File: src/include/iec_pkg.sv
package iec_pkg;

    // ********************************************************
    // Register map and control fields
    // ********************************************************
    localparam logic [2:0] ADR_CTRL = 3'h0;
    localparam logic [2:0] ADR_STAT = 3'h1;
    localparam logic [2:0] ADR_DATA = 3'h2;
    localparam logic [2:0] ADR_OWN  = 3'h3;
    localparam logic [2:0] ADR_RATE = 3'h4;
    localparam logic [2:0] ADR_MODE = 3'h5;

    localparam int CTL_FLAG = 7;
    localparam int CTL_ACK  = 6;
    localparam int CTL_STA  = 5;
    localparam int CTL_STO  = 4;
    localparam int CTL_EN   = 2;
    localparam int CTL_IE   = 0;

    localparam logic [7:0] RATE_RST = 8'h10;
    localparam logic [6:0] GC_ADDR  = 7'h00;

    // ********************************************************
    // Status codes
    // ********************************************************
    localparam logic [7:0] CODE_MASK      = 8'hF8;
    localparam logic [7:0] CODE_NONE      = 8'hF8;
    localparam logic [7:0] CODE_BUS_ERR   = 8'h00;
    localparam logic [7:0] CODE_START     = 8'h08;
    localparam logic [7:0] CODE_RSTART    = 8'h10;
    localparam logic [7:0] CODE_MT_AACK   = 8'h18;
    localparam logic [7:0] CODE_MT_ANACK  = 8'h20;
    localparam logic [7:0] CODE_MT_DACK   = 8'h28;
    localparam logic [7:0] CODE_MT_DNACK  = 8'h30;
    localparam logic [7:0] CODE_ARB_LOST  = 8'h38;
    localparam logic [7:0] CODE_MR_AACK   = 8'h40;
    localparam logic [7:0] CODE_MR_ANACK  = 8'h48;
    localparam logic [7:0] CODE_MR_DACK   = 8'h50;
    localparam logic [7:0] CODE_MR_DNACK  = 8'h58;
    localparam logic [7:0] CODE_SR_OWN    = 8'h60;
    localparam logic [7:0] CODE_SR_GC     = 8'h70;
    localparam logic [7:0] CODE_SR_DATA   = 8'h80;
    localparam logic [7:0] CODE_SR_GCDATA = 8'h90;
    localparam logic [7:0] CODE_SR_STOP   = 8'hA0;

    // ********************************************************
    // Types
    // ********************************************************
    typedef enum logic [2:0] {
        ST_IDLE    = 3'b000,
        ST_HOLD    = 3'b001,
        ST_START   = 3'b010,
        ST_STOP    = 3'b011,
        ST_BYTE    = 3'b100,
        ST_SLV_RX  = 3'b101,
        ST_SLV_ACK = 3'b110
    } iec_state_t;

    typedef enum logic [1:0] {
        MODE_NONE = 2'b00,
        MODE_MT   = 2'b01,
        MODE_MR   = 2'b10,
        MODE_SR   = 2'b11
    } iec_mode_t;

    typedef struct packed {
        logic [2:0] addr;
        logic [7:0] wdata;
        logic       wr;
        logic       rd;
    } iec_req_t;

    typedef struct packed {
        iec_state_t st;
        iec_mode_t  mode;
        logic [1:0] ph;
        logic [3:0] bitn;
        logic [7:0] cnt;
        logic       flag;
        logic [7:0] pend;
        logic [7:0] status;
        logic [1:0] presc;
        logic       irq_en;
        logic       ack_en;
        logic       sta;
        logic       sto;
        logic       en;
        logic [7:0] data;
        logic [6:0] own;
        logic       gc_en;
        logic [7:0] rate;
        logic       master;
        logic       slv;
        logic       gc_hit;
        logic       addr_ph;
        logic       busy;
        logic       scl_m;
        logic       scl_s;
        logic       scl_d;
        logic       sda_m;
        logic       sda_s;
        logic       sda_d;
        logic       scl_oe;
        logic       sda_oe;
        logic       irq;
        logic [7:0] rdata;
    } iec_regs_t;

endpackage

File: src/rtl/iec_top.sv
// The address-and-strobe port and the placing of the registers were left to the implementer.
`timescale 1ns/1ns
// Behaviour
// RULE1: Raise event flag on every bus event.
// RULE2: Load status code one cycle after flag.
// RULE3: Status reads no-info code while flag clear.
// RULE4: Hold SCL low while flag set.
// RULE5: Flag after START or repeated START sent.
// RULE6: Flag after address packet sent.
// RULE7: Flag on lost arbitration.
// RULE8: Flag on own or general call match. Code flags write-direction matches only; a read address goes idle.
// RULE9: Flag after data byte received.
// RULE10: Flag on STOP/restart while addressed slave.
// RULE11: Flag and bus error on misplaced START/STOP.
// RULE12: Interrupt only with both enables set.
// RULE13: Writing one clears flag; zero keeps it.
// RULE14: No new bus operation while flag set.
// RULE15: On clear, start the commanded operation.
// RULE16: Transmit status tells slave acknowledge.
// RULE17: One data register for address and data.
// RULE18: No flag after STOP is sent.
// RULE19: Host loads write address before sending.
// RULE20: Host loads registers while flag set.
// RULE21: Host writes control register last.
// RULE22: Host checks status code after events.
// RULE23: Direction/acknowledge bit levels on SDA.
// RULE24: Address direction selects transmit or receive.
// RULE25: Host masks prescaler bits of status.
// RULE26: Reset leaves flag clear, bus released.
// RULE27: Release SCL hold within one cycle.
module iec_top
    import iec_pkg::*;
(
    input  wire logic       sys_clk,
    input  wire logic       rst,
    input  wire iec_req_t   req,
    output logic [7:0]      rdata,
    input  wire logic       global_irq_en,
    output logic            irq,
    input  wire logic       scl_in,
    output logic            scl_out,
    output logic            scl_oe,
    input  wire logic       sda_in,
    output logic            sda_out,
    output logic            sda_oe
);

    // Synchronisers start at the idle bus level, so no edge follows reset.
    localparam iec_regs_t REGS_RST = '{
        st: ST_IDLE, mode: MODE_NONE, status: CODE_NONE,
        rate: RATE_RST, scl_m: 1'b1, scl_s: 1'b1, scl_d: 1'b1,
        sda_m: 1'b1, sda_s: 1'b1, sda_d: 1'b1, default: '0};

    iec_regs_t  r;
    iec_regs_t  next_r;
    logic       tick;
    logic       rise;
    logic       fall;
    logic       start_det;
    logic       stop_det;
    logic       set_evt;
    logic [7:0] evt_code;
    logic       scl_dr;
    logic       clr;
    logic       tx;
    logic       txbit;
    logic       ack;
    logic       match;

    // ********************************************************
    // Next-state logic
    // ********************************************************
    always_comb begin
        next_r    = r;
        set_evt   = 1'b0;
        evt_code  = r.pend;
        scl_dr    = 1'b0;
        match     = 1'b0;
        ack       = ~r.sda_s; // RULE23
        next_r.scl_m = scl_in;
        next_r.scl_s = r.scl_m;
        next_r.scl_d = r.scl_s;
        next_r.sda_m = sda_in;
        next_r.sda_s = r.sda_m;
        next_r.sda_d = r.sda_s;
        tick      = (r.cnt == 8'h00);
        next_r.cnt = tick ? r.rate : r.cnt - 8'h01;
        rise      = r.scl_s & ~r.scl_d;
        fall      = ~r.scl_s & r.scl_d;
        start_det = r.scl_s & r.scl_d & r.sda_d & ~r.sda_s;
        stop_det  = r.scl_s & r.scl_d & ~r.sda_d & r.sda_s;
        tx        = r.addr_ph | (r.mode == MODE_MT);
        if (r.bitn == 4'h8) begin
            txbit = tx ? 1'b1 : ~r.ack_en;
        end else begin
            txbit = tx ? r.data[7] : 1'b1;
        end
        clr = req.wr && (req.addr == ADR_CTRL) && req.wdata[CTL_FLAG];

        if (start_det) begin
            next_r.busy = 1'b1;
        end else if (stop_det) begin
            next_r.busy = 1'b0;
        end

        if (req.wr) begin
            case (req.addr)
                ADR_CTRL: begin
                    next_r.ack_en = req.wdata[CTL_ACK];
                    next_r.sta    = req.wdata[CTL_STA];
                    next_r.sto    = req.wdata[CTL_STO];
                    next_r.en     = req.wdata[CTL_EN];
                    next_r.irq_en = req.wdata[CTL_IE];
                end
                ADR_STAT: next_r.presc = req.wdata[1:0];
                ADR_DATA: next_r.data  = req.wdata; // RULE17
                ADR_OWN: begin
                    next_r.own   = req.wdata[7:1];
                    next_r.gc_en = req.wdata[0];
                end
                ADR_RATE: next_r.rate = req.wdata;
                default: ;
            endcase
        end

        case (r.st)
            ST_IDLE: begin
                if (r.en && r.sta && !r.busy) begin
                    next_r.st = ST_START;
                    next_r.ph = 2'd0;
                end else if (r.en && start_det) begin
                    next_r.st      = ST_SLV_RX;
                    next_r.bitn    = 4'h0;
                    next_r.addr_ph = 1'b1;
                end
            end
            ST_HOLD: begin
                scl_dr = r.master;
                if (!r.flag) begin // RULE14
                    next_r.ph   = 2'd0;
                    next_r.bitn = 4'h0;
                    if (r.master && r.sta) begin // RULE15
                        next_r.st = ST_START;
                    end else if (r.master && r.sto) begin
                        next_r.st = ST_STOP;
                    end else if (r.master) begin
                        next_r.st = ST_BYTE;
                    end else if (r.slv || r.addr_ph) begin
                        next_r.st = ST_SLV_RX;
                    end else if (r.sta && r.en && !r.busy) begin
                        next_r.st = ST_START;
                    end else begin
                        next_r.st = ST_IDLE;
                    end
                end
            end
            ST_START: begin
                case (r.ph)
                    2'd0: begin
                        scl_dr        = r.master;
                        next_r.sda_oe = 1'b0;
                        if (tick) next_r.ph = 2'd1;
                    end
                    2'd1: begin
                        if (tick && r.scl_s) next_r.ph = 2'd2;
                    end
                    2'd2: begin
                        next_r.sda_oe = 1'b1;
                        if (tick) next_r.ph = 2'd3;
                    end
                    default: begin
                        scl_dr = 1'b1;
                        if (tick) begin
                            set_evt = 1'b1; // RULE5
                            evt_code = r.master ? CODE_RSTART
                                                : CODE_START;
                            next_r.master  = 1'b1;
                            next_r.addr_ph = 1'b1;
                            next_r.mode    = MODE_NONE;
                            next_r.st      = ST_HOLD;
                        end
                    end
                endcase
            end
            ST_STOP: begin
                case (r.ph)
                    2'd0: begin
                        scl_dr        = 1'b1;
                        next_r.sda_oe = 1'b1;
                        if (tick) next_r.ph = 2'd1;
                    end
                    2'd1: begin
                        if (tick && r.scl_s) next_r.ph = 2'd2;
                    end
                    default: begin
                        next_r.sda_oe = 1'b0;
                        if (tick) begin
                            next_r.st     = ST_IDLE; // RULE18
                            next_r.master = 1'b0;
                            next_r.sto    = 1'b0;
                            next_r.mode   = MODE_NONE;
                        end
                    end
                endcase
            end
            ST_BYTE: begin
                case (r.ph)
                    2'd0: begin
                        // SDA moves only once SCL is already held low.
                        scl_dr = 1'b1;
                        if (r.scl_oe) begin
                            next_r.sda_oe = ~txbit; // RULE23
                            if (tick) next_r.ph = 2'd1;
                        end
                    end
                    2'd1: begin
                        if (tick && r.scl_s) next_r.ph = 2'd2;
                    end
                    default: begin
                        if (start_det || stop_det) begin
                            set_evt = 1'b1; // RULE11
                            evt_code = CODE_BUS_ERR;
                            next_r.master = 1'b0;
                            next_r.sda_oe = 1'b0;
                            next_r.mode   = MODE_NONE;
                            next_r.st     = ST_HOLD;
                        end else if (tick && r.bitn != 4'h8) begin
                            next_r.data = {r.data[6:0], r.sda_s};
                            next_r.ph   = 2'd0;
                            next_r.bitn = r.bitn + 4'h1;
                            if (tx && txbit && !r.sda_s) begin
                                set_evt = 1'b1; // RULE7
                                evt_code = CODE_ARB_LOST;
                                next_r.master = 1'b0;
                                next_r.sda_oe = 1'b0;
                                next_r.mode   = MODE_NONE;
                                next_r.st     = ST_HOLD;
                            end
                        end else if (tick) begin
                            set_evt = 1'b1; // RULE6 RULE9
                            next_r.addr_ph = 1'b0;
                            next_r.st      = ST_HOLD;
                            next_r.ph      = 2'd0;
                            scl_dr         = 1'b1;
                            if (r.addr_ph && r.data[0]) begin
                                next_r.mode = MODE_MR; // RULE24
                                evt_code = ack ? CODE_MR_AACK
                                               : CODE_MR_ANACK; // RULE16
                            end else if (r.addr_ph) begin
                                next_r.mode = MODE_MT; // RULE24
                                evt_code = ack ? CODE_MT_AACK
                                               : CODE_MT_ANACK;
                            end else if (r.mode == MODE_MT) begin
                                evt_code = ack ? CODE_MT_DACK
                                               : CODE_MT_DNACK;
                            end else begin
                                evt_code = r.ack_en ? CODE_MR_DACK
                                                    : CODE_MR_DNACK;
                            end
                        end
                    end
                endcase
            end
            ST_SLV_RX: begin
                match = (r.data[7:1] == r.own)
                        || (r.gc_en && r.data[7:1] == GC_ADDR);
                if (start_det || stop_det) begin
                    next_r.bitn    = 4'h0;
                    next_r.addr_ph = start_det;
                    if (r.slv) begin
                        set_evt = 1'b1; // RULE10
                        evt_code = CODE_SR_STOP;
                        next_r.slv  = 1'b0;
                        next_r.mode = MODE_NONE;
                        next_r.st   = ST_HOLD;
                    end else if (stop_det) begin
                        next_r.st = ST_IDLE;
                    end
                end else if (rise && r.bitn != 4'h8) begin
                    next_r.data = {r.data[6:0], r.sda_s};
                    next_r.bitn = r.bitn + 4'h1;
                end else if (fall && r.bitn == 4'h8) begin
                    if (r.addr_ph && match && !r.data[0]) begin
                        next_r.sda_oe = 1'b1;
                        next_r.slv    = 1'b1;
                        next_r.mode   = MODE_SR;
                        next_r.gc_hit = (r.data[7:1] != r.own);
                        next_r.st     = ST_SLV_ACK;
                    end else if (r.addr_ph) begin
                        next_r.st = ST_IDLE;
                    end else begin
                        next_r.sda_oe = r.ack_en;
                        next_r.st     = ST_SLV_ACK;
                    end
                end
            end
            ST_SLV_ACK: begin
                if (fall) begin
                    set_evt = 1'b1; // RULE8 RULE9
                    if (r.addr_ph) begin
                        evt_code = r.gc_hit ? CODE_SR_GC : CODE_SR_OWN;
                    end else begin
                        evt_code = r.gc_hit ? CODE_SR_GCDATA
                                            : CODE_SR_DATA;
                    end
                    next_r.sda_oe  = 1'b0;
                    next_r.addr_ph = 1'b0;
                    next_r.bitn    = 4'h0;
                    next_r.st      = ST_HOLD;
                end
            end
            default: next_r.st = ST_IDLE;
        endcase

        // A set in the same cycle as a clear wins.
        next_r.flag = set_evt | (r.flag & ~clr); // RULE1 RULE13
        if (set_evt) next_r.pend = evt_code;
        next_r.status = r.flag ? r.pend : CODE_NONE; // RULE2 RULE3
        next_r.scl_oe = next_r.flag | scl_dr; // RULE4 RULE27
        next_r.irq = r.flag & r.irq_en & global_irq_en; // RULE12

        next_r.rdata = 8'h00;
        if (req.rd) begin
            case (req.addr)
                ADR_CTRL: next_r.rdata = {r.flag, r.ack_en, r.sta,
                                          r.sto, 1'b0, r.en, 1'b0,
                                          r.irq_en};
                ADR_STAT: next_r.rdata = {r.status[7:3], 1'b0,
                                          r.presc};
                ADR_DATA: next_r.rdata = r.data;
                ADR_OWN:  next_r.rdata = {r.own, r.gc_en};
                ADR_RATE: next_r.rdata = r.rate;
                ADR_MODE: next_r.rdata = {6'h00, r.mode};
                default:  next_r.rdata = 8'h00;
            endcase
        end
    end

    always_ff @(posedge sys_clk or posedge rst) begin
        if (rst) begin
            r <= REGS_RST; // RULE26
        end else begin
            r <= next_r;
        end
    end

    assign rdata   = r.rdata;
    assign irq     = r.irq;
    assign scl_oe  = r.scl_oe;
    assign sda_oe  = r.sda_oe;
    assign scl_out = 1'b0;
    assign sda_out = 1'b0;

    // ********************************************************
    // Assertions
    // ********************************************************
    a_status_none: assert property (@(posedge sys_clk) disable iff (rst)
        !r.flag |=> r.status == CODE_NONE) // RULE3
        else $error("status not idle code while flag clear");

    a_status_load: assert property (@(posedge sys_clk) disable iff (rst)
        $rose(r.flag) |=> r.status == $past(r.pend)) // RULE2
        else $error("status not loaded after flag rose");

    a_scl_hold: assert property (@(posedge sys_clk) disable iff (rst)
        r.flag |-> scl_oe) // RULE4
        else $error("SCL released while flag set");

    a_flag_clear: assert property (@(posedge sys_clk) disable iff (rst)
        (r.flag && clr && !set_evt) |=> !r.flag) // RULE13
        else $error("flag not cleared by write of one");

    a_flag_keep: assert property (@(posedge sys_clk) disable iff (rst)
        (r.flag && !clr) |=> r.flag) // RULE13
        else $error("flag lost without a clear");

    a_hold_idle: assert property (@(posedge sys_clk) disable iff (rst)
        (r.flag && r.st == ST_HOLD) |=> r.st == ST_HOLD) // RULE14
        else $error("operation began while flag set");

    a_stop_quiet: assert property (@(posedge sys_clk) disable iff (rst)
        ($past(r.st == ST_STOP) && r.st == ST_IDLE && !$past(r.flag))
        |-> !r.flag) // RULE18
        else $error("flag raised after sending stop");

    a_irq_gate: assert property (@(posedge sys_clk) disable iff (rst)
        irq |-> $past(r.flag && r.irq_en && global_irq_en)) // RULE12
        else $error("interrupt without both enables");

    a_slave_free: assert property (@(posedge sys_clk) disable iff (rst)
        ($fell(r.flag) && !r.master) |-> !scl_oe) // RULE27
        else $error("slave SCL hold not released");

    a_start_flag: assert property (@(posedge sys_clk) disable iff (rst)
        (r.st == ST_START && r.ph == 2'd3 && tick) |=>
        r.flag ##1 (r.status == CODE_START
                    || r.status == CODE_RSTART)) // RULE5
        else $error("no start event after start sent");

endmodule // iec_top

File: config.mk
export PLATFORM = sky130hd
export DESIGN_NAME = iec_top
export DESIGN_NICKNAME = d
export VERILOG_FILES = /design/src/include/iec_pkg.sv /design/src/rtl/iec_top.sv
export SDC_FILE = /design/constraint.sdc
export NUM_CORES = 1
export LEC_CHECK = 0
export BUFFER_PORTS_ARGS = -buffer_cell sky130_fd_sc_hd__buf_2
export CORE_MARGIN = 2
export CORE_UTILIZATION = 50
export CTS_CLUSTER_DIAMETER = 150
export CTS_CLUSTER_SIZE = 8
export DETAILED_ROUTE_END_ITERATION = 16
export MAX_ROUTING_LAYER = met4
export PLACE_DENSITY = 0.77
export SETUP_SLACK_MARGIN = 0.2
export SYNTH_ARGS = -nofsm -noshare
export SYNTH_HDL_FRONTEND = slang
export SYNTH_SLANG_ARGS = --single-unit
File: constraint.sdc
create_clock -name sys_clk -period 3.1 [get_ports sys_clk]
set_input_delay 0.62 -clock sys_clk [delete_from_list [all_inputs] [get_ports sys_clk]]
set_output_delay 0.62 -clock sys_clk [all_outputs]
set_load 0.01 [all_outputs]
### Word-level counts from Yosys, hierarchy flattened

Cells that the tools add are included.

| cells by class | value |
|---|---|
| add/sub/neg operators | 2 |
| eq/ne operators | 62 |
| muxes and demuxes | 142 |
| bitwise gates (word level) | 22 |
| reductions and logical operators | 55 |

Operator list:

| kind | count |
|---|---|
| $mux 8 | 24 |
| $mux 5 | 14 |
| $pmux 8 s6 | 1 |
| $ne 2x2->1 const B | 22 |
| $mux 1 | 42 |
| $mux 3 | 12 |
| $mux 4 | 9 |
| $ne 3x3->1 const B | 11 |
| $pmux 8 s4 | 1 |
| $mux 2 | 14 |
| $mux 26 | 1 |
| $reduce_and 13->1 | 2 |
| $mux 7 | 3 |
| $pmux 3 s7 | 1 |
| $pmux 4 s5 | 1 |
| $reduce_bool 5->1 | 4 |
| $mux 6 | 3 |
| $reduce_and 9->1 | 2 |
| $logic_and 1x1->1 | 17 |
| $ne 4x4->1 const B | 4 |
| $pmux 8 s2 | 1 |
| $eq 3x3->1 const B | 5 |
| $eq 3x2->1 const B | 4 |
| $reduce_and 12->1 | 1 |
| 42 further kinds | 84 |

| word-level totals | value |
|---|---|
| flip-flop bits (word level) | 89 |
| bits of input ports | 18 |
| output and inout bits | 13 |
| logic and storage cells | 316 |

### Longest topological paths before layout

Gate-level depths: netlist (run 1).

| depth | value |
|---|---|
| depth in word-level cells | 13 |
| gate-level depth with buffers | 10 |
| mapped depth without buffers | 8 |

### Worst setup path before layout (run 1)

Ideal clock, no wire load.

| timing path | value |
|---|---|
| path kind | reg-to-reg |
| start | reg r[82] (netlist name) |
| end | reg r[39] (netlist name) |
| library setup time | 0.125 ns |
| arrival time | 2.495 ns |
| required time | 2.975 ns |
| path slack | 0.480 ns |
| cell stages (with the launch flop) | 11 |
| path buffers | 2 |
| period minus slack after synthesis | 2.620 ns |
| cells stage by stage | dfrtp_1 -> clkbuf_1 -> inv_1 -> ha_1 -> clkbuf_1 -> nor2_2 -> o211ai_1 -> a21boi_2 -> o221ai_2 -> nor3b_4 -> mux2_4 |

RTL lines:

| element | line | RTL |
|---|---|---|
| start, declared | iec_top.sv:54 | `iec_regs_t r;` |
| start signal, assigned | iec_top.sv:343 | `r <= next_r;` |

### Worst setup path after layout (run 1)

| timing path | value |
|---|---|
| start | reg r[82] (netlist name) |
| end | reg r[84] (netlist name) |

| on the way | value |
|---|---|
| longest elaborated chain between the ends | 4 |
| elaborated cells between the ends (all ways) | 9 |
| those cells by class | eq/ne (5); reduce/logical (4) |

Ends and longest elaborated chain:

| element | line |
|---|---|
| $eq 2x1->1, or another cell as far along | iec_top.sv:158, iec_top.sv:186, iec_top.sv:207 |
| $reduce_or 3->1 (no source line) / $reduce_or 2->1 (equally long branches) | n/a |
| $ne 2x2->1 (no source line) | n/a |
| $reduce_and 13->1 (no source line) (*) | n/a |

Mark *: on every way between the ends. The rest lies on a longest branch, timed or not.
A chain may end at the register's enable or synchronous reset.

==> results_dict.tcl, run 1 <==
set metrics [dict create \
    status "complete, no violations" \
    grt_pass1_wl_mm 22.2 \
    cp-startpoint "r[82]$_DFFE_PP0P_" \
    max-slew-margin-rel 0.496 \
    die-height_um 105 \
    via_per_inst 6.32 \
    hold_violations 0 \
    cts_tree "built" \
    whs_ns 0.349 \
    crit_cells 8 \
    fin_crit_ns 2.72 \
    cts.sinks 83 \
    n_fill_cell 892 \
    io-pin-count 31 \
    drc 0 \
    rr_worst_depth 8 \
    cts_buffers 9 \
    grt_max_degree 44 \
    antenna_found_initial 0 \
    syn_area_mm2 0.00509 \
    cts_max_path_buffers 2 \
    die_w_um 105 \
    syn_area_per_cell_um2 9.75 \
    drv_cap 0 \
    path_clk_slew_ns 0.09 \
    clock_latency_ns 0.37 \
    synth_seq_cells 83 \
    die-area_mm2 0.0110 \
    yosysSeqAreaShare 0.411 \
    r2r-end "r[84]$_DFFE_PP0P_" \
    fmax_ghz 0.368 \
    place_hpwl_mm 9.92 \
    worstPathRequired_ns 3.35 \
    multi_input_area_mm2 0.00278 \
    setup_viol 0 \
    r2r-start "r[82]$_DFFE_PP0P_" \
    hold_class "input port to register" \
    synth_cell_types 78 \
    nNetsFinal 561 \
    muxShareOfSynthArea 0.144 \
    drt_iter0_drc 332 \
    io_buffer_count 28 \
    skew_ns 0.0143 \
    row_count 36 \
    drtPass1Iterations 4 \
    insertedDiodeCount 0 \
    routed_wl_mm 13.6 \
    yosysWarnings 0 \
    slowest_delay_ns 0.57 \
    worst_slew_pin_slew_ns 0.756 \
    syn_to_final_growth_pct 7.87 \
    p_per_area_mw_per_mm2 820 \
    rrSetupSlack_ns 0.38 \
    worstPathArrival_ns 2.97 \
    core_mm2 0.00982 \
    grt_overflow 0 \
    root_buffer "clkbuf_8" \
    postSynthCellCount 522 \
    crit_path_start_kind "register" \
    synth_top_family_by_area "simple AND/OR/NAND/NOR gates" \
    vias 4260 \
    slew_violations 0 \
    p_leak_uw 0.00232 \
    drive_gt1_frac 0.227 \
    synth_compound_area_frac 0.174 \
    crit_fanout 10 \
    critical_path_buf_inv_count 1 \
    synth_edf_count 0 \
    path_class "register to register" \
    wire_per_inst_um 20.1 \
    cp_cell_sequence "inv_1, ha_1, nor2_4, o22ai_1, a22oi_1, o21ai_1, or4_4, mux2_4" \
    endpoint "r[84]$_DFFE_PP0P_" \
    post-route-util 0.559 \
    register_area_mm2 0.00209 \
    grt.total_usage 0.265 \
    start_util 0.518 \
    finalSetupTns_ns 0 \
    crit_slowest_cell "or4_4" \
    synthFlopType "dfrtp_1" \
    htreeDepth 3 \
    gp_congestion 1.01 \
    synth-xor-area-share 0.0224 \
    cp-end-kind "register" \
    postRouteAntennaNets 0 \
    yosys.area_share.adder 0.0172 \
    synth-simple-area-share 0.185 \
    rsz0062_at_grt "false" \
    async_flop_share 1.00 \
    critical_path.top_delay_family "simple AND/OR/NAND/NOR gates" \
    fin_crit_sh 0.876 \
    max-vdd-ir-drop_mv 0.307 \
    grt_pass1_vias 4179 \
]
## synthesized netlist by cell type (all sizes together), types with 3 or more instances
master   n  share of area
a211oi   5         0.0074
a21oi   32          0.032
a22oi    8          0.012
a31oi    6         0.0074
a41oi    4         0.0069
and2     9          0.011
and3     6         0.0074
buf     22          0.025
clkbuf  14          0.010
dfrtp   71           0.35
dfstp   12          0.062
ha       7          0.017
inv     15          0.011
mux2    48           0.11
mux2i   16          0.031
nand2   37          0.028
nand2b  13          0.016
nand3   16          0.016
nand3b   5         0.0074
nor2    43          0.034
nor2b    5         0.0061
nor3    12          0.013
nor3b    4         0.0091
nor4     4         0.0091
o211ai   6         0.0088
o21ai   25          0.025
o221ai   7          0.013
o22ai    7         0.0086
o31ai    6         0.0088
or2      3         0.0037
or4      4         0.0066
xnor2    7          0.012
xor2     6          0.010
## report_power, final
| group | internal, uW | switching [uW] | total (uW) | leakage (uW) |
|---|---|---|---|---|
| clock network | 291 | 414 | 705 | 0.0000787 |
| registers | 1400 | 416 | 1820 | 0.00102 |
| logic | 916 | 1060 | 1980 | 0.00122 |
| total | 2610 | 1890 | 4500 | 0.00232 |
## state kept, by name, summed over array words and instances (netlist names)
register,flops
r,68
rdata,8
next_r,4
irq,1
scl_oe,1
sda_oe,1
## per-layer routing
metal / GRT usage / up-vias / share of wire
li1: - / 1934 / -
met1: 0.348 / 2090 / 0.43
met2: 0.402 / 188 / 0.45
met3: 0.0418 / 48 / 0.074
met4: 0.127 / 0 / 0.043
met5: - / - / 0
## layout by cell type (no fill, tap or decap), types with 9 or more instances in the layout
master,count
mux2_4,9
dfstp_2,12
dfrtp_1,71
o21ai_0,20
nor3_1,11
nor2_1,41
clkbuf_8,9
inv_1,11
buf_4,9
nand2_1,36
and2_1,9
a21oi_1,31
buf_2,28
nand2b_1,13
nand3_1,16
mux2_2,31
mux2i_1,16
## kinds of logic (layout without fill, tap and decap cells)
group           count (synthesis)  count (layout)
simple gates                  172             172
compound gates                131             131
flops                          83              83
mux                            64              64
buf+inv                        51              69
xor+xnor                       13              13
fa+ha+maj                       7               7
other cells                     1               2
## worst min path at each step
| stage | from | end | depth (start not counted) | slack, ns |
|---|---|---|---|---|
| 6_report | scl_in | next_r[15]$_DFF_PP1_ | 1 | 0.35 |
| 5_1_grt | scl_in | next_r[15]$_DFF_PP1_ | 1 | 0.34 |
| 4_1_cts | scl_in | next_r[15]$_DFF_PP1_ | 1 | 0.34 |
| 3_5_place_dp | next_r[12]$_DFF_PP1_ | next_r[11]$_DFF_PP1_ | 0 | 0.35 |
| 3_3_place_gp | next_r[15]$_DFF_PP1_ | next_r[14]$_DFF_PP1_ | 0 | 0.35 |
| 2_1_floorplan | next_r[12]$_DFF_PP1_ | next_r[11]$_DFF_PP1_ | 0 | 0.35 |
## repair_timing
item	in CTS	in global routing
gates resized for setup	0	2
setup endpoints to repair	0	2
hold buffers	0	0
buffers inserted	0	0
## metrics by stage
step	cells	total power, uW	setup slack (ns)	area [um2]
3_5_place_dp	658	3770	0.361	5310
4_1_cts	674	4470	0.342	5480
2_1_floorplan	523	3190	0.363	5090
3_3_place_gp	658	3730	0.458	5310
6_report	674	4500	0.384	5490
5_1_grt	674	4790	0.219	5490
## final cells by class
| type | count | area share |
|---|---|---|
| inverters | 15 | 0.0105 |
| flip-flops and latches | 83 | 0.381 |
| repair buffers | 38 | 0.0415 |
| clock buffers | 10 | 0.0232 |
| multi-input cells | 389 | 0.506 |
| clock inverters | 6 | 0.00752 |
| well taps | 133 | 0.0303 |
Note: power is estimated with default switching activity, not from simulation.
==> inputs of run 2 (changes only) <==
--- a/config.mk
+++ b/config.mk
@@ -13,6 +13,7 @@
 export DETAILED_ROUTE_END_ITERATION = 16
 export MAX_ROUTING_LAYER = met4
 export PLACE_DENSITY = 0.77
+export RECOVER_POWER = 100
 export SETUP_SLACK_MARGIN = 0.2
 export SYNTH_ARGS = -nofsm -noshare
 export SYNTH_HDL_FRONTEND = slang
==> results_dict.tcl, run 2 (synthesis results as in run 1) <==
set metrics [dict create \
    crit_fanout 10 \
    die-area_mm2 0.0110 \
    fmax_ghz 0.347 \
    crit_path_start_kind "register" \
    rsz0062_at_grt "false" \
    path_clk_slew_ns 0.09 \
    place_hpwl_mm 9.92 \
    cts_max_path_buffers 2 \
    insertedDiodeCount 0 \
    syn_to_final_growth_pct 6.88 \
    drv_cap 1 \
    antenna_found_initial 0 \
    hold_buffers 0 \
    cp-end-kind "register" \
    worst_slew_pin_slew_ns 1.89 \
    start_util 0.518 \
    vias 4248 \
    cts_buffers 9 \
    nNetsFinal 561 \
    holdCritStartpoint "scl_in" \
    fin_total_pwr_uw 4450 \
    worstPathArrival_ns 3.13 \
    drtPass1Iterations 5 \
    n_fill_cell 903 \
    status "finished with violations" \
    htreeDepth 3 \
    fin_ws_ns 0.220 \
    drc 0 \
    cts_setup_buffers 0 \
    cts.sinks 83 \
    root_buffer "clkbuf_8" \
    grt_pass1_wl_mm 22.2 \
    skew_ns 0.0147 \
    row_count 36 \
    grt_pass1_vias 4179 \
    fin_crit_ns 2.88 \
    cts_tree "built" \
    r2r-start "r[82]$_DFFE_PP0P_" \
    max-slew-margin-rel -0.266 \
    core_mm2 0.00982 \
    postRouteAntennaNets 0 \
    place_ws_ns 0.361 \
    path_class "register to register" \
    cp-startpoint "r[82]$_DFFE_PP0P_" \
    gp_congestion 1.01 \
    routed_wl_mm 13.6 \
    layout_common_cells "dfrtp_1 (71), nor2_1 (41), nand2_1 (36)" \
    violations "capacitance limit, slew limit" \
    wire_per_inst_um 20.1 \
    worstPathRequired_ns 3.35 \
    hold_class "input port to register" \
    final_common_cell "dfrtp_1" \
    setup_viol 0 \
    die-height_um 105 \
    largest_reg_flops 68 \
    io-pin-count 31 \
    register_area_mm2 0.00209 \
    fin_crit_sh 0.929 \
    grt.total_usage 0.265 \
    p_leak_uw 0.00225 \
    drive_gt1_frac 0.194 \
    io_buffer_count 28 \
    hold_violations 0 \
    finalSetupTns_ns 0 \
    p_per_area_mw_per_mm2 818 \
    slew_violations 44 \
    grt_max_degree 44 \
    cts_resized 0 \
    drt_iter0_drc 344 \
    clock_latency_ns 0.37 \
    largest_register "r" \
    multi_input_area_mm2 0.00277 \
    via_per_inst 6.30 \
    max-vdd-ir-drop_mv 0.305 \
    grt_overflow 0 \
    die_w_um 105 \
]
==> run 2: changes by cell type in the layout (fill, tap and decap cells not counted), moves of 2 or more <==
cell,delta
and2_0,+5
and2_1,-5
buf_2,-13
buf_4,-2
clkbuf_1,+14
clkbuf_2,+2
dfstp_1,+2
dfstp_2,-2
o21ai_0,+2
o21ai_1,-2
or2_0,+2
or2_1,-2
==> run 2: path summary, 6_finish.rpt <==
path,to,slack [ns],cells after the start
setup / recovery,r[43]$_DFF_PP0_,0.22,9
max in group asynchronous,r[25]$_DFFE_PP0P_,0.70,3
hold / removal,next_r[15]$_DFF_PP1_,0.35,1
min in group asynchronous,r[87]$_DFFE_PP0P_,0.72,2
setup reg to reg,r[43]$_DFF_PP0_,0.22,9
hold reg to reg,next_r[14]$_DFF_PP1_,0.37,0
==> run 2: critical path, cell delays in order (launching register included) <==
cell,delay (ns)
dfrtp_1,0.55
inv_1,0.13
ha_1,0.35
nor2_4,0.26
o211ai_1,0.14
a21boi_2,0.15
o221ai_1,0.27
nor3b_4,0.26
clkbuf_2,0.32
mux2_4,0.33
==> run 2: routing by layer <==
metal | vias up | wire (um) | global-route usage
met5 | - | 0 | -
met4 | 0 | 608 | 0.127
met2 | 191 | 6160 | 0.402
met1 | 2071 | 5860 | 0.348
met3 | 51 | 929 | 0.0418
li1 | 1935 | - | -
==> run 2: final cells by class <==
cell class,count,area share
timing repair buffer,38,0.0350
clock buffer,10,0.0235
clock inverter,6,0.00759
tap,133,0.0306
inverter,15,0.0106
sequential,83,0.385
multi-input combinational,389,0.508
==> run 2: per-stage QoR <==
stage / instances / utilization / hold slack [ns] / area, um2
6_report: 674 / 0.554 / 0.350 / 5440
5_1_grt: 674 / 0.554 / 0.340 / 5440
4_1_cts: 674 / 0.558 / 0.337 / 5480
3_5_place_dp: 658 / 0.541 / 0.350 / 5310
3_3_place_gp: 658 / 0.541 / 0.348 / 5310
2_1_floorplan: 523 / - / 0.345 / 5090
==> run 2: where the power goes <==
part | switching [uW] | internal [uW]
Clock | 415 | 291
Sequential | 418 | 1400
Combinational | 1040 | 881
